`config.mk`:
```
export PLATFORM = sky130hd
export DESIGN_NAME = lpmpc_dev_flat
export DESIGN_NICKNAME = d
export VERILOG_FILES = /design/src/lpmpc_pkg.sv /design/src/lpmpc_if.sv /design/src/lpmpc_dev.sv /design/src/flat_wrapper.sv
export VERILOG_INCLUDE_DIRS = /design/src /design/src/src
export SDC_FILE = /design/constraint.sdc
export NUM_CORES = 1
export LEC_CHECK = 0
export BUFFER_PORTS_ARGS = -buffer_cell sky130_fd_sc_hd__buf_2
export CAP_MARGIN = 30
export CORE_AREA = 10 10 124 126
export DETAILED_ROUTE_END_ITERATION = 8
export DIE_AREA = 0 0 134 136
export GPL_TIMING_DRIVEN = 0
export PLACE_DENSITY = 0.89
export SYNTH_ARGS = -nofsm -noshare
export SYNTH_HDL_FRONTEND = slang
export SYNTH_SLANG_ARGS = --single-unit
```
`constraint.sdc`:
```
create_clock -name ref_clk -period 4.5 [get_ports ref_clk]
set_input_delay 0.675 -clock ref_clk [delete_from_list [all_inputs] [get_ports ref_clk]]
set_output_delay 0.675 -clock ref_clk [all_outputs]
set_load 0.1 [all_outputs]
```
`src/lpmpc_consts.svh`:
```
// Constants for the low power mode and pad control block
`ifndef LPMPC_CONSTS_SVH
`define LPMPC_CONSTS_SVH
`define LPMPC_NPINS 16
`define LPMPC_NIFS 2
`define LPMPC_PLL_LOCK_NS 1000
`define LPMPC_CLK_PERIOD_NS 4
`define LPMPC_PLL_LOCK_CYC ((`LPMPC_PLL_LOCK_NS + `LPMPC_CLK_PERIOD_NS - 1) / `LPMPC_CLK_PERIOD_NS)
`define LPMPC_CNT_W 10
`define LPMPC_CTL15_IDX 15
`define LPMPC_PULL_HIZ 2'h0
`define LPMPC_PULL_UP 2'h1
`define LPMPC_PULL_DOWN 2'h2
`define LPMPC_PULL_HOLD 2'h3
`define LPMPC_DRV_FULL 2'h3
`define LPMPC_REQ_NONE 2'h0
`define LPMPC_REQ_PHYON 2'h1
`define LPMPC_REQ_PHYOFF 2'h2
`define LPMPC_REQ_STBY 2'h3
`endif

```
`src/lpmpc_pkg.sv`:
```
// Types for the low power mode and pad control block
package lpmpc_pkg;
    typedef enum logic [2:0] {
        LPMPC_RUN = 3'h0,
        LPMPC_PHYON = 3'h1,
        LPMPC_PHYOFF = 3'h3,
        LPMPC_STBY = 3'h2,
        LPMPC_LOCK = 3'h6
    } lpmpc_state_e;
    typedef logic [1:0] lpmpc_req_t;
endpackage

```
`src/lpmpc_if.sv`:
```
// Interface between the sequencer and the host processor
`timescale 1ns/1ps
`default_nettype none
interface lpmpc_if;
    logic req_valid;
    logic [1:0] req_mode;
    logic req_ack;
    logic idle;
    logic [2:0] state;
    logic woke_reset_pc;
    modport dev (input req_valid, input req_mode, output req_ack, output idle,
        output state, output woke_reset_pc);
    modport host (output req_valid, output req_mode, input req_ack, input idle,
        input state, input woke_reset_pc);
endinterface
`default_nettype wire

```
`src/lpmpc_dev.sv`:
```
// Device end: power state sequencer and pad control
// Function
// - PHY-off suspend disables PHY, freezes USB interface
// - PHY-off suspend stops clocks, disables PLLs
// - Pins keep pre-entry level during suspend
// - Suspend retains registers, buffers and RAM
// - Transactions finish before suspend request
// - Non-reset wake resumes with unchanged PC
// - Suspend request from firmware or host mailbox
// - Suspend wakes on lines, role, bus, CTS, ctrl0
// - Standby keeps config and RAM, not buffers
// - Standby wake resets PC, restarts core
// - Standby stops oscillator, PLL, core; GPIO config kept
// - Standby entered by power register write
// - Standby wakes only on bus, CTS, ctrl0
// - Core power-down loses all; reset reloads
// - Pin pull select: hi-Z, pull-up, pull-down
// - Hold keeps pin value in low power
// - Drive strength four levels per interface
// - Unused parallel controls as GPIO, except 15
// - Unused serial pins as GPIO
// - Firmware pulls up unused pins, floats outputs
// - Test port pulls fixed, not firmware settable
// - PHY-on suspend keeps PHY in U3 only
`timescale 1ns/1ps
`default_nettype none
`include "lpmpc_consts.svh"
module lpmpc_dev
    import lpmpc_pkg::*;
#(
    parameter int NPINS = `LPMPC_NPINS,
    parameter int NIFS = `LPMPC_NIFS,
    parameter int LOCK_CYC = `LPMPC_PLL_LOCK_CYC
)
(
    input wire logic ref_clk,
    input wire logic rst_n,
    lpmpc_if.dev bus,
    input wire logic fw_req_valid,
    input wire logic [1:0] fw_req_mode,
    input wire logic pll_locked,
    input wire logic dp_line,
    input wire logic dm_line,
    input wire logic usb_role_detect_pin,
    input wire logic vbus_detect,
    input wire logic cts_line,
    input wire logic cts_wake_pol,
    input wire logic parallel_ctrl0_wake,
    input wire logic [NPINS-1:0] pin_out_fn,
    input wire logic [NPINS-1:0] pin_oe_fn,
    input wire logic [NPINS-1:0] gpio_sel,
    input wire logic [NPINS-1:0] gpio_out,
    input wire logic [NPINS-1:0] gpio_oe,
    input wire logic [2*NPINS-1:0] pull_cfg,
    input wire logic [2*NIFS-1:0] drive_cfg,
    input wire logic [NPINS-1:0] pin_if_sel,
    output logic osc_en,
    output logic pll_en,
    output logic core_clk_en,
    output logic core_pwr_en,
    output logic core_pc_reset,
    output logic phy_en,
    output logic phy_u3,
    output logic usb_suspend,
    output logic buf_retain,
    output logic [NPINS-1:0] pad_out,
    output logic [NPINS-1:0] pad_oe_n,
    output logic [NPINS-1:0] pad_pull_up,
    output logic [NPINS-1:0] pad_pull_down,
    output logic [2*NPINS-1:0] pad_drive,
    output logic test_pull_up,
    output logic test_clk_pull_down
);
    typedef struct packed {
        lpmpc_state_e st;
        logic [`LPMPC_CNT_W-1:0] cnt;
        logic from_stby;
        logic ack;
        logic dp;
        logic dm;
        logic role;
        logic osc;
        logic pll;
        logic clk;
        logic pwr;
        logic pcr;
        logic phy;
        logic u3;
        logic susp;
        logic bret;
        logic hold;
        logic idle;
        logic tpu;
        logic tpd;
        logic [NPINS-1:0] out;
        logic [NPINS-1:0] oe_n;
        logic [NPINS-1:0] pu;
        logic [NPINS-1:0] pd;
        logic [2*NPINS-1:0] drv;
    } lpmpc_dev_s;
    lpmpc_dev_s s_q, s_d;

    logic req_v;
    lpmpc_req_t req_m;
    logic line_evt;
    logic cts_evt;
    logic lvl_wake;

    // Merge firmware and mailbox requests; host takes priority
    assign req_v = bus.req_valid | fw_req_valid;
    assign req_m = bus.req_valid ? bus.req_mode : fw_req_mode;
    assign line_evt = (dp_line != s_q.dp) | (dm_line != s_q.dm)
        | (usb_role_detect_pin != s_q.role);
    assign cts_evt = (cts_line == cts_wake_pol);
    assign lvl_wake = vbus_detect | cts_evt | parallel_ctrl0_wake;

    // Next state of sequencer and pads
    always_comb begin
        s_d = s_q;
        s_d.ack = 1'h0;
        s_d.dp = dp_line;
        s_d.dm = dm_line;
        s_d.role = usb_role_detect_pin;
        s_d.pcr = 1'h0;
        case (s_q.st)
            LPMPC_RUN: begin
                if (req_v && !s_q.ack && req_m != `LPMPC_REQ_NONE) begin
                    s_d.ack = bus.req_valid;
                    s_d.hold = 1'h1;
                    s_d.clk = 1'h0;
                    s_d.bret = 1'h1;
                    if (req_m == `LPMPC_REQ_PHYON) begin
                        s_d.st = LPMPC_PHYON;
                        s_d.u3 = 1'h1;
                        s_d.susp = 1'h1;
                    end else if (req_m == `LPMPC_REQ_PHYOFF) begin
                        s_d.st = LPMPC_PHYOFF;
                        s_d.phy = 1'h0;
                        s_d.susp = 1'h1;
                        s_d.pll = 1'h0;
                        s_d.osc = 1'h0;
                    end else begin
                        s_d.st = LPMPC_STBY;
                        s_d.bret = 1'h0;
                        s_d.pll = 1'h0;
                        s_d.osc = 1'h0;
                        s_d.pwr = 1'h0;
                    end
                end
            end
            LPMPC_PHYON, LPMPC_PHYOFF: begin
                if (line_evt || lvl_wake) begin
                    s_d.st = LPMPC_LOCK;
                    s_d.from_stby = 1'h0;
                    s_d.osc = 1'h1;
                    s_d.pll = 1'h1;
                    s_d.cnt = '0;
                end
            end
            LPMPC_STBY: begin
                if (lvl_wake) begin
                    s_d.st = LPMPC_LOCK;
                    s_d.from_stby = 1'h1;
                    s_d.osc = 1'h1;
                    s_d.pll = 1'h1;
                    s_d.pwr = 1'h1;
                    s_d.cnt = '0;
                end
            end
            LPMPC_LOCK: begin
                if (s_q.cnt != LOCK_CYC[`LPMPC_CNT_W-1:0]) begin
                    s_d.cnt = s_q.cnt + `LPMPC_CNT_W'(1);
                end else if (pll_locked) begin
                    s_d.st = LPMPC_RUN;
                    s_d.clk = 1'h1;
                    s_d.pcr = s_q.from_stby;
                    s_d.phy = 1'h1;
                    s_d.u3 = 1'h0;
                    s_d.susp = 1'h0;
                    s_d.hold = 1'h0;
                    s_d.bret = 1'h1;
                end
            end
            default: begin
                s_d.st = LPMPC_RUN;
            end
        endcase
        // Idle flag is registered together with the state it reports
        s_d.idle = (s_d.st == LPMPC_RUN);
        // Pad muxing, frozen while hold is set
        if (!s_d.hold) begin
            for (int i = 0; i < NPINS; i++) begin
                if (gpio_sel[i] && i != `LPMPC_CTL15_IDX) begin
                    s_d.out[i] = gpio_out[i];
                    s_d.oe_n[i] = !gpio_oe[i];
                end else begin
                    s_d.out[i] = pin_out_fn[i];
                    s_d.oe_n[i] = !pin_oe_fn[i];
                end
                s_d.pu[i] = pull_cfg[2*i +: 2] == `LPMPC_PULL_UP;
                s_d.pd[i] = pull_cfg[2*i +: 2] == `LPMPC_PULL_DOWN;
                s_d.drv[2*i +: 2] = drive_cfg[2*pin_if_sel[i] +: 2];
            end
        end
    end

    // State register; power-on reset models supply return
    always_ff @(posedge ref_clk or negedge rst_n) begin
        if (!rst_n) begin
            s_q <= '0;
            s_q.st <= LPMPC_RUN;
            s_q.osc <= 1'h1;
            s_q.pll <= 1'h1;
            s_q.clk <= 1'h1;
            s_q.pwr <= 1'h1;
            s_q.phy <= 1'h1;
            s_q.bret <= 1'h1;
            s_q.pcr <= 1'h1;
            s_q.idle <= 1'h1;
            s_q.tpu <= 1'h1;
            s_q.tpd <= 1'h1;
            s_q.oe_n <= '1;
            s_q.pu <= '1;
            s_q.drv <= '1;
        end else begin
            s_q <= s_d;
        end
    end

    assign bus.req_ack = s_q.ack;
    assign bus.idle = s_q.idle;
    assign bus.state = s_q.st;
    assign bus.woke_reset_pc = s_q.pcr;
    assign osc_en = s_q.osc;
    assign pll_en = s_q.pll;
    assign core_clk_en = s_q.clk;
    assign core_pwr_en = s_q.pwr;
    assign core_pc_reset = s_q.pcr;
    assign phy_en = s_q.phy;
    assign phy_u3 = s_q.u3;
    assign usb_suspend = s_q.susp;
    assign buf_retain = s_q.bret;
    assign pad_out = s_q.out;
    assign pad_oe_n = s_q.oe_n;
    assign pad_pull_up = s_q.pu;
    assign pad_pull_down = s_q.pd;
    assign pad_drive = s_q.drv;
    // Fixed test port pulls, set by reset and never written by firmware
    assign test_pull_up = s_q.tpu;
    assign test_clk_pull_down = s_q.tpd;
endmodule
`default_nettype wire

```
`src/flat_wrapper.sv`:
```
// flat-port wrapper written by rule: the top's interface ports become plain ports
module lpmpc_dev_flat import lpmpc_pkg::*;
#(
    parameter int NPINS = `LPMPC_NPINS,
    parameter int NIFS = `LPMPC_NIFS,
    parameter int LOCK_CYC = `LPMPC_PLL_LOCK_CYC
)
  (ref_clk, rst_n, fw_req_valid, fw_req_mode, pll_locked, dp_line, dm_line, usb_role_detect_pin, vbus_detect, cts_line, cts_wake_pol, parallel_ctrl0_wake, pin_out_fn, pin_oe_fn, gpio_sel, gpio_out, gpio_oe, pull_cfg, drive_cfg, pin_if_sel, osc_en, pll_en, core_clk_en, core_pwr_en, core_pc_reset, phy_en, phy_u3, usb_suspend, buf_retain, pad_out, pad_oe_n, pad_pull_up, pad_pull_down, pad_drive, test_pull_up, test_clk_pull_down, bus_req_valid, bus_req_mode, bus_req_ack, bus_idle, bus_state, bus_woke_reset_pc);
  lpmpc_if bus_i ();
  input wire logic ref_clk;
  input wire logic rst_n;
  input wire logic fw_req_valid;
  input wire logic [1:0] fw_req_mode;
  input wire logic pll_locked;
  input wire logic dp_line;
  input wire logic dm_line;
  input wire logic usb_role_detect_pin;
  input wire logic vbus_detect;
  input wire logic cts_line;
  input wire logic cts_wake_pol;
  input wire logic parallel_ctrl0_wake;
  input wire logic [NPINS-1:0] pin_out_fn;
  input wire logic [NPINS-1:0] pin_oe_fn;
  input wire logic [NPINS-1:0] gpio_sel;
  input wire logic [NPINS-1:0] gpio_out;
  input wire logic [NPINS-1:0] gpio_oe;
  input wire logic [2*NPINS-1:0] pull_cfg;
  input wire logic [2*NIFS-1:0] drive_cfg;
  input wire logic [NPINS-1:0] pin_if_sel;
  output logic osc_en;
  output logic pll_en;
  output logic core_clk_en;
  output logic core_pwr_en;
  output logic core_pc_reset;
  output logic phy_en;
  output logic phy_u3;
  output logic usb_suspend;
  output logic buf_retain;
  output logic [NPINS-1:0] pad_out;
  output logic [NPINS-1:0] pad_oe_n;
  output logic [NPINS-1:0] pad_pull_up;
  output logic [NPINS-1:0] pad_pull_down;
  output logic [2*NPINS-1:0] pad_drive;
  output logic test_pull_up;
  output logic test_clk_pull_down;
  input wire logic [$bits(bus_i.req_valid)-1:0] bus_req_valid;
  input wire logic [$bits(bus_i.req_mode)-1:0] bus_req_mode;
  output wire logic [$bits(bus_i.req_ack)-1:0] bus_req_ack;
  output wire logic [$bits(bus_i.idle)-1:0] bus_idle;
  output wire logic [$bits(bus_i.state)-1:0] bus_state;
  output wire logic [$bits(bus_i.woke_reset_pc)-1:0] bus_woke_reset_pc;
  assign bus_i.req_valid = bus_req_valid;
  assign bus_i.req_mode = bus_req_mode;
  assign bus_req_ack = bus_i.req_ack;
  assign bus_idle = bus_i.idle;
  assign bus_state = bus_i.state;
  assign bus_woke_reset_pc = bus_i.woke_reset_pc;
  lpmpc_dev #(.NPINS(NPINS), .NIFS(NIFS), .LOCK_CYC(LOCK_CYC)) u_core (.ref_clk(ref_clk), .rst_n(rst_n), .bus(bus_i), .fw_req_valid(fw_req_valid), .fw_req_mode(fw_req_mode), .pll_locked(pll_locked), .dp_line(dp_line), .dm_line(dm_line), .usb_role_detect_pin(usb_role_detect_pin), .vbus_detect(vbus_detect), .cts_line(cts_line), .cts_wake_pol(cts_wake_pol), .parallel_ctrl0_wake(parallel_ctrl0_wake), .pin_out_fn(pin_out_fn), .pin_oe_fn(pin_oe_fn), .gpio_sel(gpio_sel), .gpio_out(gpio_out), .gpio_oe(gpio_oe), .pull_cfg(pull_cfg), .drive_cfg(drive_cfg), .pin_if_sel(pin_if_sel), .osc_en(osc_en), .pll_en(pll_en), .core_clk_en(core_clk_en), .core_pwr_en(core_pwr_en), .core_pc_reset(core_pc_reset), .phy_en(phy_en), .phy_u3(phy_u3), .usb_suspend(usb_suspend), .buf_retain(buf_retain), .pad_out(pad_out), .pad_oe_n(pad_oe_n), .pad_pull_up(pad_pull_up), .pad_pull_down(pad_pull_down), .pad_drive(pad_drive), .test_pull_up(test_pull_up), .test_clk_pull_down(test_clk_pull_down));
endmodule
```
Word-level counts from Yosys, hierarchy flattened

Index checks and enable logic that the tools add are counted.

Bits in registers: 125
Output and inout bits: 113
Bits of input ports: 148

Multiplexer cells: 68
Equal/unequal tests: 54
$add $sub $neg: 1
Bitwise gates (word level): 5
Shifts and indexed selects: 16
Reduce and logical (&&, ||, !) cells: 52

Operators by type and width:

| cell                  | count |
|---|---|
| $shiftx 4x3->2        | 16 |
| $mux 1                | 46 |
| $eq 2x1->1 const B    | 17 |
| $eq 2x2->1 const B    | 17 |
| $logic_not 1->1       | 32 |
| $pmux 10 s3           | 1 |
| $mux 14               | 2 |
| $reduce_and 5->1      | 4 |
| $mux 6                | 2 |
| $ne 2x1->1 const B    | 6 |
| $pmux 3 s4            | 1 |
| $add 10x1->10 const B | 1 |
| $mux 10               | 1 |
| $mux 2                | 5 |
| $ne 10x8->1 const B   | 1 |
| $pmux 5 s2            | 1 |
| $mux 3                | 3 |
| $ne 2x2->1 const B    | 4 |
| $reduce_and 4->1      | 2 |
| $reduce_bool 2->1     | 4 |
| $eq 3x2->1 const B    | 2 |
| $logic_not 3->1       | 2 |
| $pmux 1 s2            | 3 |
| $pmux 2 s3            | 1 |
| other kinds (14)      | 22 |

Longest topological paths before layout

Depth after elaboration: 7
Depth in mapped cells: 9

Worst setup path after synthesis

No wires, ideal clock.

Path type: input -> register
Start point: input bus_req_valid
End point: register u_core.s_q, in the netlist u_core.pad_drive[0]
Required time: 4.415 ns
Path buffers: 2
Slack: 2.076 ns
Stages: 7
Arrival: 2.339 ns
Cells stage by stage: mux2i_1 ha_1 nor4_2 a21oi_4 buf_6 buf_6 mux2_1

Cells in the longest elaborated chain, start to end: 5
Elaborated cells on any way between the ends: 7
Classes of those cells: mux: 3; bitwise: 1; reduce/logical: 3

RTL lines:

| element                                                          | RTL line                           | RTL |
|---|---|---|
| start, declared                                                  | flat_wrapper.sv:46                 | `input wire logic [$bits(bus_i.req_valid)-1:0] bus_req_valid;` |
| $mux 2 or $or 1x1->1 (tied branches)                             | lpmpc_dev.sv:111, lpmpc_dev.sv:110 |  |
| $reduce_bool 2->1 (no line) or $logic_and 1x1->1 (tied branches) | -                                  |  |
| $logic_and 1x1->1 (no line) (*)                                  | -                                  |  |
| $mux 5 (*)                                                       | lpmpc_dev.sv:127                   | `` if (req_v && !s_q.ack && req_m != `LPMPC_REQ_NONE) begin `` |
| $pmux 5 s2 (*)                                                   | lpmpc_dev.sv:125                   | `case (s_q.st)` |
| end, declared                                                    | lpmpc_dev.sv:101                   | `lpmpc_dev_s s_q, s_d;` |

Every way passes the cells marked *; elsewhere a longest branch is shown, timed or not. The select of a mux whose other input is x is not followed.
A chain may end at the register's enable or synchronous reset.

Final worst setup path

Start point: register u_core.s_q[114] (netlist name)
End point: register u_core.s_q, in the netlist u_core.pad_oe_n[4]

Cells in the longest elaborated chain, start to end: 3

RTL lines:

| element     | RTL line         | RTL |
|---|---|---|
| $ne 10x8->1 | lpmpc_dev.sv:171 | `` if (s_q.cnt != LOCK_CYC[`LPMPC_CNT_W-1:0]) begin `` |
| $mux 6      | lpmpc_dev.sv:171 |  |
| $pmux 5 s2  | lpmpc_dev.sv:125 |  |

Every way passes these cells. The select of a mux whose other input is x is not followed.

==> key figures <==
Synthesis
  • Yosys reg bits: between 100 and 150
  • Post-synth EDFFs: 0
  • Top-area cell type share of the netlist area: 27.3%
  • Count leader, synth: mux2_2
  • Cells after synthesis: 555
  • Dominant cell type by area after synthesis: dfstp_2
  • Netlist cell types: 48
  • Most used flip-flop cell after synthesis: dfstp_2
  • Seq/Total Area, Yosys: 46.7%
  • Syn. warnings: 0
  • Largest cells by area after synthesis: dfstp_2, dfrtp_1, mux2_2, buf_4, mux2_1
  • Most frequent cells after synthesis: mux2_2, buf_4, dfstp_2, dfrtp_1, nor2b_1
  • Ys async rst share: 100%
  • Cell Area, Synth: 6840 µm²
  • Mean Syn Cell Area: about 12 µm²

Global routing
  • GRT Total Usage: 19.5%
  • Vias in the first global route: between 5,000 and 6,000
  • First-pass GRT wire length: 28,100 µm
  • Initial antenna violation count: 1
  • Largest net degree at the start of global routing: 93
  • GRT overflow: 0

Floorplan
  • # IOs: roughly 260
  • Die X: 134 µm
  • Initial Util: 52.7%
  • Die Y-Extent: 136 µm
  • Core Box Area: 13,000 µm²
  • DIE AREA: 18,200 µm²
  • Site Rows: 42

Place
  • GPL Wtd Cong: 0.863
  • Dpl cell area: 8370 µm²
  • Port Buf Inserts: 255
  • Final HPWL DP: 14,100 µm

Route
  • Remaining antenna violation count: 0
  • Via count: 5,007
  • Pre-antenna DRT Iters: 4
  • WL/cell: between 15 and 20 µm
  • DRT Wirelength: approximately 18,000 µm
  • Vias per inst: 4.90
  • DRT iter0 DRCs: between 200 and 300
  • DRC violations left: 0

Layout
  • Area grow syn2layout: 30.9%
  • Design Area, Final: just under 9000 µm²
  • Layout cells sized above 1: a little over two thirds
  • Fin nets: 984

STA
  • Setup_tns: 0 ns
  • Final setup viols: 0
  • Final worst path period share: 60.7%
  • Final Hold Viols: 0
  • Fin Clk Skew: 0.00699 ns
  • Fmax: 366 MHz
  • Max-slew violations: 0
  • RSZ-0062 raised after global routing: no
  • Worst Max-Slew Pin Slew: around 0.76 ns
  • Slew HR: 48.7%
  • Min Tclk post-route: 2.73 ns

CTS
  • # clock sinks: 124
  • Inserted Clock Buffers: 17
  • H-tree depth: 4
  • Max Buffers Root-to-Sink: 2
  • TritonCTS clock tree: yes
  • CTS resizes: 0
  • Post-CTS setup buffer count: 0
  • Clock slew at the register clock pins of the worst setup and hold paths: around 0.05 ns
  • Cts hold-fix bufs: 0
  • Clock Latency Late Sink: approximately 0.4 ns
  • Root buf cell: clkbuf_16

Critical path
  • Worst Path Required: 4.84 ns
  • Worst Setup SP: u_core.s_q[114]$_DFFE_PN0P_
  • Worst setup EP type: flop
  • Worst R2R Start: u_core.s_q[114]$_DFFE_PN0P_
  • Crit path kind: reg2reg
  • CP Launch Type: flop
  • Flop2flop setup slack: 1.77 ns
  • Critical path arrival: 3.07 ns
  • CP max FO: 10

Run status
  • Status: completed

Job
  • Max-cap violations: 0

Min path
  • HP Class: in2async
-- worst max-delay path, cell delays in order (launching register included) --
cell	delay (ns)
dfrtp_1	0.41
inv_1	0.07
ha_1	0.14
or4b_1	0.48
nor3_4	0.31
nand3_2	0.16
a21oi_4	0.33
buf_6	0.22
buf_6	0.18
mux2_1	0.35
-- metrics by stage --
stage / cells / hold slack (ns) / setup WS [ns] / util, %
CTS: 1020 / 0.140 / 1.73 / 68.9
global route: 1021 / 0.146 / 1.64 / 69.0
floorplan: 556 / 0.379 / 2.08 / -
detailed placement: 988 / 0.462 / 1.60 / 64.5
global placement: 987 / 0.458 / 1.18 / 64.2
finish: 1021 / 0.143 / 1.77 / 69.0
-- path summary, 6_finish.rpt --
check / end / depth (start not counted)
worst max-delay path: u_core.pad_oe_n[4]$_DFFE_PN1N_ / 9
worst min-delay path: u_core.bus.state[1]$_DFF_PN0_ / 1
worst max register to register: u_core.pad_oe_n[4]$_DFFE_PN1N_ / 9
worst min register to register: u_core.pad_oe_n[15]$_DFFE_PN1N_ / 2
max in group asynchronous: u_core.pad_oe_n[14]$_DFFE_PN1N_ / 2
min in group ref_clk: u_core.s_q[111]$_DFF_PN0_ / 1
-- area by class of cell --
cell class / count / area, µm²
Timing Repair Buffer: 256 / 1310
Fill cell: 967 / 4030
Buffer: 120 / 891
Sequential cell: 124 / 3190
Antenna cell: 1 / 2.50
Clock buffer: 23 / 458
Tap cell: 176 / 220
Inverter: 9 / 33.8
Clock inverter: 9 / 120
Multi-Input combinational cell: 303 / 2720
-- cells in the final DEF, fill, tap and decap left out, types with 2 or more instances in the layout --
cell	count
nand2_1	6
nand2b_1	2
clkinv_2	6
mux2_1	30
mux2_2	112
mux2i_1	18
xnor2_1	4
bufinv_16	3
clkbuf_1	11
buf_2	255
nand3_1	5
ha_1	5
a21oi_1	11
nor2_1	10
dfstp_2	71
or2_2	2
and2_1	2
conb_1	2
o21a_1	2
o31ai_1	7
o21ai_0	12
a21o_1	2
a31oi_1	2
inv_1	9
nor3_1	3
nor2b_1	32
buf_6	5
buf_4	109
and3_1	5
or4_1	8
clkbuf_16	17
dfrtp_1	53
nor4_1	2
o211ai_1	2
-- per-layer routing --
metal / global-route usage, % / vias to the layer above / share of wire (%)
met5: 0 / - / 0
met4: 6.89 / 0 / 1.9
met2: 34.8 / 176 / 52
met3: 6.31 / 26 / 6.5
li1: - / 2406 / -
met1: 21.2 / 2399 / 40
-- state kept, by name (all words and copies together), names as in the netlist, 3 cells and up --
register	flops
u_core.bus.state	3
u_core.pad_out	16
u_core.pad_pull_up	16
u_core.pad_oe_n	16
u_core.pad_drive	32
u_core.pad_pull_down	16
u_core.s_q	15
-- logic make-up (layout without fill, tap and decap cells) --
kind of cell	count (synthesis)	in the layout	synth area share [%]
and+or+nand+nor	84	84	7.49
other	1	3	0.0549
muxes	160	160	26.0
xor gates and xnor gates	5	5	0.641
adders and majority gates	5	5	0.915
DFF	124	124	46.7
AOI/OAI and AO/OA	47	47	4.65
buffers and inverters	129	417	13.5
Power is left out: the tool's default activity adds up to more than one toggle a clock period on the data nets, which glitch-free logic cannot reach.
